### config.mk
export PLATFORM = sky130hd
export DESIGN_NAME = cpsd_regs
export DESIGN_NICKNAME = d
export VERILOG_FILES = /design/src/inc/cpsd_pkg.sv /design/src/core/cpsd_regs.sv
export VERILOG_INCLUDE_DIRS = /design/src /design/src/inc
export SDC_FILE = /design/constraint.sdc
export NUM_CORES = 1
export LEC_CHECK = 0
export ABC_AREA = 1
export BUFFER_PORTS_ARGS = -buffer_cell sky130_fd_sc_hd__buf_2
export CORE_ASPECT_RATIO = 2
export CORE_MARGIN = 3
export CORE_UTILIZATION = 57
export CTS_CLUSTER_SIZE = 8
export DETAILED_ROUTE_END_ITERATION = 8
export GPL_TIMING_DRIVEN = 1
export HOLD_SLACK_MARGIN = 0.15
export PLACE_DENSITY_LB_ADDON = 0.12
export REMOVE_ABC_BUFFERS = 1
export SKIP_CTS_REPAIR_TIMING = 1
export SLEW_MARGIN = 25
export SYNTH_ARGS = -nofsm -noshare
export SYNTH_HDL_FRONTEND = slang
export SYNTH_SLANG_ARGS = --single-unit
### constraint.sdc
create_clock -name clk -period 5.4 [get_ports clk]
set_input_delay 0.27 -clock clk [delete_from_list [all_inputs] [get_ports clk]]
set_output_delay 0.27 -clock clk [all_outputs]
set_load 0.02 [all_outputs]
### src/inc/cpsd_defs.svh
// Register offsets, field positions, reset values and timing counts
`ifndef CPSD_DEFS_SVH
`define CPSD_DEFS_SVH

// Register indexes; byte address is four times the index
`define CPSD_IDX_SESSION6 8'h9E
`define CPSD_IDX_SESSION7 8'h9F
`define CPSD_IDX_CAPS 8'hA0
`define CPSD_IDX_TOPO_LOW 8'hA1
`define CPSD_IDX_TOPO_HIGH 8'hA2
`define CPSD_IDX_KEY_PORT 8'hA3
`define CPSD_IDX_DEBUG 8'hC0
`define CPSD_IDX_INDIRECT 8'hC8

// Capability fields
`define CPSD_CAPS_REPEATER 6
`define CPSD_CAPS_LIST_READY 5
`define CPSD_CAPS_FEATURES 1
`define CPSD_CAPS_FAST_REAUTH 0

// Topology fields
`define CPSD_TOPO_MAX_DEV 7
`define CPSD_TOPO_MAX_CASCADE 3
`define CPSD_MAX_CASCADE_LEVELS 4'h7

// Debug control fields
`define CPSD_DBG_CHECKSUM 3
`define CPSD_DBG_QUICK_LV 2
`define CPSD_DBG_TIMER_ACC 1
`define CPSD_DBG_MASTER_FAST 0
`define CPSD_DBG_WRITE_MASK 4'hF
`define CPSD_DBG_RESET 4'h0

// Indirect status field
`define CPSD_IND_MASTER_FAST 0

// Link check periods in frames
`define CPSD_SHORT_QUICK 7'h02
`define CPSD_LONG_QUICK 7'h10
`define CPSD_SHORT_NORMAL 7'h10
`define CPSD_LONG_NORMAL 8'h80

// Authentication timer base tick
`define CPSD_CLK_PERIOD_NS 5
`define CPSD_TICK_NS 1000
`define CPSD_TICK_CYCLES (`CPSD_TICK_NS / `CPSD_CLK_PERIOD_NS)
`define CPSD_SPEEDUP_DIV 8

`endif

### src/inc/cpsd_pkg.sv
// Types shared by the content protection status and debug registers
package cpsd_pkg;

  typedef struct packed {
    logic cyc;
    logic stb;
    logic we;
    logic [3:0] sel;
    logic [9:0] adr;
    logic [31:0] dat;
  } cpsd_wb_req_t;

  typedef struct packed {
    logic keyVectorReady;
    logic repeater;
    logic listReady;
    logic features;
    logic unencryptedDuringReauth;
    logic maxDevicesFlag;
    logic [6:0] deviceCount;
    logic [3:0] cascadeLevels;
  } cpsd_remote_t;

  typedef struct packed {
    logic pixelValid;
    logic lineEnd;
    logic [23:0] rgb;
  } cpsd_video_t;

  typedef struct packed {
    logic ack;
    logic [31:0] rdData;
    logic [3:0] debug;
    logic [7:0] keyByte;
    logic keyFull;
    logic keyReady;
    logic [6:0] frameCnt;
    logic shortDue;
    logic longDue;
    logic [23:0] acc;
    logic [23:0] sumOut;
    logic sumValid;
    logic [15:0] tickCnt;
    logic authTick;
  } cpsd_state_t;

endpackage
### src/core/cpsd_regs.sv
// Content protection status mirror and debug control registers
//
// Function
// Session value bytes six, seven read-only
// Bit 6 repeater, valid after key ready
// Bit 5 set when key list ready
// Bit 1 reports enhanced receiver features
// Bit 0 reports unencrypted video during reauth
// Bit 7 flags too many downstream devices
// Bits 6:0 device count, zero if plain
// Bit 3 flags more than seven levels
// Bits 2:0 report cascade depth
// Each key port read returns next byte
// Debug bit 3 sends per-line channel checksums
// Quick verify: short 2, long 16 frames
// Normal verify: short 16, long 128 frames
// Debug bit 1 accelerates authentication timers
// Debug bit 0 selects fast remote master
// Master speed mirrored in indirect status
// Reserved bits read zero, ignore writes
//
// Chosen here: the Wishbone interface to the registers.
`include "cpsd_defs.svh"

module cpsd_regs #(
  parameter int KEY_LIST_DEPTH = 16,
  parameter int TICK_CYCLES = `CPSD_TICK_CYCLES,
  parameter int SPEEDUP_DIV = `CPSD_SPEEDUP_DIV
) (
  input wire logic clk,
  input wire logic reset_n,
  input wire cpsd_pkg::cpsd_wb_req_t wbReq,
  output logic [31:0] wbDatO,
  output logic wbAck,
  input wire logic [15:0] sessionHigh,
  input wire cpsd_pkg::cpsd_remote_t remote,
  input wire logic [7:0] keyInData,
  input wire logic keyInValid,
  output logic keyInReady,
  input wire cpsd_pkg::cpsd_video_t video,
  input wire logic frameStart,
  output logic [23:0] lineChecksum,
  output logic lineChecksumValid,
  output logic lineChecksumEnable,
  output logic quickLinkVerify,
  output logic shortLinkCheck,
  output logic longLinkCheck,
  output logic timerAccelerate,
  output logic authTick,
  output logic remoteMasterSpeed,
  output logic indirectStatusSpeed
);
  import cpsd_pkg::*;

  localparam logic [15:0] TICK_NORMAL = 16'(TICK_CYCLES - 1);
  localparam logic [15:0] TICK_FAST = 16'((TICK_CYCLES / SPEEDUP_DIV > 0) ? TICK_CYCLES / SPEEDUP_DIV - 1 : 0);
  localparam logic [6:0] KEY_DEPTH = 7'(KEY_LIST_DEPTH);

  cpsd_state_t state;
  cpsd_state_t next_state;

  logic access;
  logic [7:0] index;
  logic [7:0] capsByte;
  logic [7:0] topoLow;
  logic [7:0] topoHigh;
  logic [7:0] readByte;
  logic popKey;
  logic [6:0] shortPeriod;
  logic [7:0] longPeriod;
  logic [7:0] frameNext;
  logic [23:0] accNext;

  // ------------------------------------------------------------
  // Status byte assembly
  // ------------------------------------------------------------
  always_comb begin
    capsByte = 8'h00;
    // Repeater bit is meaningless until the key vector is ready
    capsByte[`CPSD_CAPS_REPEATER] = remote.repeater & remote.keyVectorReady;
    capsByte[`CPSD_CAPS_LIST_READY] = remote.listReady;
    capsByte[`CPSD_CAPS_FEATURES] = remote.features;
    capsByte[`CPSD_CAPS_FAST_REAUTH] = remote.unencryptedDuringReauth;

    topoLow = 8'h00;
    topoLow[`CPSD_TOPO_MAX_DEV] = remote.maxDevicesFlag | (remote.deviceCount > KEY_DEPTH);
    if (remote.repeater) begin
      topoLow[6:0] = remote.deviceCount;
    end

    topoHigh = 8'h00;
    topoHigh[`CPSD_TOPO_MAX_CASCADE] = remote.cascadeLevels > `CPSD_MAX_CASCADE_LEVELS;
    topoHigh[2:0] = remote.cascadeLevels[2:0];
  end

  // ------------------------------------------------------------
  // Bus decode
  // ------------------------------------------------------------
  assign access = wbReq.cyc & wbReq.stb & ~state.ack;
  assign index = wbReq.adr[9:2];

  always_comb begin
    case (index)
      `CPSD_IDX_SESSION6: readByte = sessionHigh[7:0];
      `CPSD_IDX_SESSION7: readByte = sessionHigh[15:8];
      `CPSD_IDX_CAPS: readByte = capsByte;
      `CPSD_IDX_TOPO_LOW: readByte = topoLow;
      `CPSD_IDX_TOPO_HIGH: readByte = topoHigh;
      `CPSD_IDX_KEY_PORT: readByte = state.keyFull ? state.keyByte : 8'h00;
      `CPSD_IDX_DEBUG: readByte = {4'h0, state.debug};
      `CPSD_IDX_INDIRECT: readByte = {7'h00, state.debug[`CPSD_DBG_MASTER_FAST]};
      default: readByte = 8'h00;
    endcase
  end

  // Only a read pops; a write to the port is ignored
  assign popKey = access & ~wbReq.we & (index == `CPSD_IDX_KEY_PORT);

  // ------------------------------------------------------------
  // Link check periods
  // ------------------------------------------------------------
  always_comb begin
    if (state.debug[`CPSD_DBG_QUICK_LV]) begin
      shortPeriod = `CPSD_SHORT_QUICK;
      longPeriod = {1'b0, `CPSD_LONG_QUICK};
    end else begin
      shortPeriod = `CPSD_SHORT_NORMAL;
      longPeriod = `CPSD_LONG_NORMAL;
    end
    frameNext = {1'b0, state.frameCnt} + 8'h01;
  end

  // ------------------------------------------------------------
  // Next state
  // ------------------------------------------------------------
  always_comb begin
    next_state = state;
    next_state.ack = access;
    next_state.rdData = access ? {24'h000000, readByte} : 32'h00000000;

    if (access && wbReq.we && wbReq.sel[0] && index == `CPSD_IDX_DEBUG) begin
      next_state.debug = wbReq.dat[3:0] & `CPSD_DBG_WRITE_MASK;
    end

    // Single holding byte: new data beats the pop in the same cycle
    if (popKey) begin
      next_state.keyFull = 1'b0;
    end
    if (keyInValid && state.keyReady) begin
      next_state.keyByte = keyInData;
      next_state.keyFull = 1'b1;
    end
    next_state.keyReady = ~next_state.keyFull;

    next_state.shortDue = 1'b0;
    next_state.longDue = 1'b0;
    if (frameStart) begin
      // Counter wraps at the long period; short period divides it
      if (frameNext >= longPeriod) begin
        next_state.frameCnt = 7'h00;
      end else begin
        next_state.frameCnt = frameNext[6:0];
      end
      next_state.shortDue = (state.frameCnt & (shortPeriod - 7'h01)) == 7'h00;
      next_state.longDue = state.frameCnt == 7'h00;
    end

    next_state.sumValid = 1'b0;
    if (video.lineEnd) begin
      next_state.acc = 24'h000000;
      if (state.debug[`CPSD_DBG_CHECKSUM]) begin
        next_state.sumOut = ~state.acc;
        next_state.sumValid = 1'b1;
      end
    end else if (video.pixelValid) begin
      next_state.acc = accNext;
    end

    next_state.authTick = 1'b0;
    if (state.tickCnt == 16'h0000) begin
      next_state.authTick = 1'b1;
      next_state.tickCnt = state.debug[`CPSD_DBG_TIMER_ACC] ? TICK_FAST : TICK_NORMAL;
    end else if (state.debug[`CPSD_DBG_TIMER_ACC] && state.tickCnt > TICK_FAST) begin
      next_state.tickCnt = TICK_FAST;
    end else begin
      next_state.tickCnt = state.tickCnt - 16'h0001;
    end
  end

  // ------------------------------------------------------------
  // Ones-complement accumulation per colour channel
  // ------------------------------------------------------------
  genvar ch;
  generate
    for (ch = 0; ch < 3; ch++) begin : gChan
      logic [8:0] raw;
      assign raw = {1'b0, state.acc[ch*8 +: 8]} + {1'b0, video.rgb[ch*8 +: 8]};
      // End-around carry keeps the sum in ones-complement form
      assign accNext[ch*8 +: 8] = raw[7:0] + {7'h00, raw[8]};
    end
  endgenerate

  // ------------------------------------------------------------
  // State register
  // ------------------------------------------------------------
  always_ff @(posedge clk) begin
    if (!reset_n) begin
      state <= '0;
      state.debug <= `CPSD_DBG_RESET;
      state.keyReady <= 1'b1;
      state.tickCnt <= TICK_NORMAL;
    end else begin
      state <= next_state;
    end
  end

  // ------------------------------------------------------------
  // Outputs
  // ------------------------------------------------------------
  assign wbDatO = state.rdData;
  assign wbAck = state.ack;
  assign keyInReady = state.keyReady;
  assign lineChecksum = state.sumOut;
  assign lineChecksumValid = state.sumValid;
  assign lineChecksumEnable = state.debug[`CPSD_DBG_CHECKSUM];
  assign quickLinkVerify = state.debug[`CPSD_DBG_QUICK_LV];
  assign shortLinkCheck = state.shortDue;
  assign longLinkCheck = state.longDue;
  assign timerAccelerate = state.debug[`CPSD_DBG_TIMER_ACC];
  assign authTick = state.authTick;
  assign remoteMasterSpeed = state.debug[`CPSD_DBG_MASTER_FAST];
  assign indirectStatusSpeed = state.debug[`CPSD_DBG_MASTER_FAST];

endmodule // cpsd_regs

==> reports/qor.txt <==
register area share after synthesis - 0.3128
Worst Max-Slew Pin Slew - 799.4 ps
PortBufs - 129
Layout area overhead - 10.79%
I/O pin count - 187
Total Routed Length - 14.84 mm
CTS tree - built
Max Cap Viol - 0
Post-synth ARST share - 0
Pre-antenna DRT Iters - 4
CP Class - reg -> reg
Setup violations, final - 0
DP HPWL - 11.59 mm
Core Area - 10610 um^2
Layout Cells excl Fill - 1171
Final Util - 0.6550
Worst Skew - 7.078 ps
Setup TNS Final - 0 ps
clock sinks - 98
unrepaired setup endpoints after global routing - false
CTS buffer count - 9
Setup crit start kind - register
Worst R2R Setup Slack - 2390 ps
Syn Inst Count - 941
Rel. slew slack - 0.4671
min Tclk post-route - 3005 ps
Initial Utilization - 0.5912
syn_area_per_cell - 6.666 um^2
power density over the cells - 237.2 nW/um^2
synth warn - 0
Skew-Pair Late Insertion Delay - 340 ps
n_diodes - 0
number of vias per cell - 5.078
Max Freq - 332.7 MHz
final worst-path cycle share - 0.5566
Post-synth EDFFs - 0
post-route ant nets - 0
final net count - 1190
Inst Count DP - 1157
Arr. time, crit path - 3250 ps
Critical Path RT - 5640 ps
proportion of layout cells with a drive suffix above 1 - 0.1654
first-pass GRT wire length - 24.43 mm
total global routing overflow - 0
routed len/inst - 12.67 um
vias in the first global route - 5771
Cell variety after synth - 40
number of remaining DRC errors - 0
Die X - 80.18 um
via count - 5946
routability congestion estimate - 0.9453
status - finished, final reports clean
Worst Setup End Kind - register
ys flop type - dfxtp_1
die area - 12380 um^2
antenna violations before repair - 0
CTS root buffer - clkbuf_16
critical path fanouts, max - 3
fin. max-slew vios - 0
synthesized area - 6272 um^2
Die Ht - 154.4 um
post-route design area - 6949 um^2
Final Hold Viols - 0
Yosys reg bits - 98
DR iter-0 viols - 186
std cell rows - 53
VDD IR max - 0.0001701 V
Worst-path clk slew - 60 ps
leakage power - 3.654 nW
worst min path class - in -> reg
H-tree depth - 3
pin count of the biggest net entering global routing - 49
maximum clock path buffer count - 2
GRT Total Usage - 0.2424
DP Area - 6674 um^2
Pwr Total - 1.649 mW
report_power, final:
part	total [mW]	leakage [nW]	switching [mW]	internal (mW)
clock	0.611	0.131	0.257	0.353
combinational	0.274	2.72	0.174	0.0996
sequential	0.764	0.797	0.0190	0.745
total	1.65	3.65	0.450	1.20
cells by family after synthesis:
kind of cell / after synthesis / share of synthesized area
compound gates: 157 / 0.1335
buf+inv: 202 / 0.1578
simple gates: 433 / 0.2986
flops: 98 / 0.3128
other cells: 1 / 0.0005979
fa+ha+maj: 39 / 0.08139
xor+xnor: 11 / 0.01536
worst paths after layout:
kind                            depth (start not counted)          endpoint    startpoint
worst max-delay path                                   21         state[64]     state[58]
worst min register to register                          1  lineChecksum[16]     state[58]
worst min-delay path                                    3         state[81]  keyInData[4]
worst max register to register                         21         state[64]     state[58]
cell usage after synthesis, drive strengths merged, types with 2 or more instances:
master | n | area share
clkinv | 2 | 0.0012
xor2 | 6 | 0.0084
a21oi | 65 | 0.052
nor4 | 3 | 0.0030
nor2 | 111 | 0.072
nand2 | 206 | 0.13
nand3 | 80 | 0.065
buf | 63 | 0.075
clkbuf | 11 | 0.0066
nor3 | 10 | 0.0096
ha | 36 | 0.072
o21ai | 73 | 0.058
o21bai | 3 | 0.0036
fa | 3 | 0.0096
xnor2 | 5 | 0.0070
a21o | 2 | 0.0024
o211ai | 8 | 0.0096
dfxtp | 98 | 0.31
or2 | 5 | 0.0050
nand4 | 15 | 0.015
inv | 126 | 0.075
a31oi | 2 | 0.0020
o211a | 2 | 0.0032
critical path, stage by stage, from the launching register on:
cell and delay, ps:
dfxtp_1 350, ha_1 190, inv_1 60, fa_1 400, inv_1 90, nand2_1 90, nand2_1 100, nand3_1 110
nand2_1 90, a21oi_1 70, o21bai_1 190, ha_1 220, ha_1 170, inv_1 40, nor2_1 150, nand2_1 110
nor2_2 150, nand2_1 70, nand2_1 60, nand3_1 70, nand2_1 90, inv_1 30
layout make-up:
| cell class | instances | area [um^2] |
|---|---|---|
| clock buffer | 11 | 232.7 |
| multi-input combinational | 664 | 3407 |
| inverter | 128 | 480.5 |
| sequential | 98 | 1962 |
| clock inverter | 3 | 42.54 |
| tap | 137 | 171.4 |
| fill | 1025 | 3661 |
| timing repair buffer | 130 | 653.1 |
layer usage:
| layer | up-vias | global-route usage | wire length (um) |
|---|---|---|---|
| met5 | - | 0 | 0 |
| met4 | 0 | 0.09911 | 363 |
| met3 | 27 | 0.03438 | 685 |
| met2 | 152 | 0.4767 | 8276 |
| met1 | 2638 | 0.2419 | 5511 |
| li1 | 3129 | - | - |
cells in the final DEF (no fill, tap or decap), types with 2 or more instances in the layout:
| master | synthesis | routed |
|---|---|---|
| clkbuf_16 | 0 | 9 |
| o211a_1 | 2 | 2 |
| o211ai_1 | 8 | 8 |
| a21o_1 | 2 | 2 |
| inv_1 | 118 | 118 |
| nand2_2 | 2 | 2 |
| nand3_1 | 79 | 79 |
| nor2_1 | 97 | 97 |
| a31oi_1 | 2 | 2 |
| inv_2 | 8 | 8 |
| nor3_2 | 2 | 2 |
| nor4_1 | 3 | 3 |
| ha_1 | 36 | 36 |
| xor2_1 | 6 | 6 |
| clkinv_1 | 2 | 2 |
| nor3_1 | 8 | 8 |
| nor2_2 | 14 | 14 |
| buf_2 | 2 | 129 |
| nand2_1 | 203 | 203 |
| o21bai_1 | 3 | 3 |
| o21ai_0 | 64 | 64 |
| or2_1 | 4 | 4 |
| nand4_1 | 15 | 15 |
| o21ai_1 | 9 | 9 |
| dfxtp_1 | 98 | 98 |
| clkbuf_1 | 11 | 2 |
| a21oi_1 | 65 | 65 |
| conb_1 | 1 | 24 |
| xnor2_1 | 5 | 5 |
| fa_1 | 3 | 3 |
registers in the layout (all words and copies together) (netlist names):
register	flops
authTick	1
indirectStatusSpeed	1
keyInReady	1
lineChecksum	24
lineChecksumEnable	1
lineChecksumValid	1
longLinkCheck	1
quickLinkVerify	1
shortLinkCheck	1
state	56
timerAccelerate	1
wbAck	1
wbDatO	8
through the flow:
step | hold slack (ps) | setup WS, ps
2_1_floorplan | 363.6 | 2875
3_3_place_gp | 450.4 | 2390
3_5_place_dp | 459.2 | 2345
4_1_cts | 183.8 | 2347
5_1_grt | 211.4 | 2042
6_report | 187.1 | 2395
Note: power is estimated with default switching activity, not from simulation.
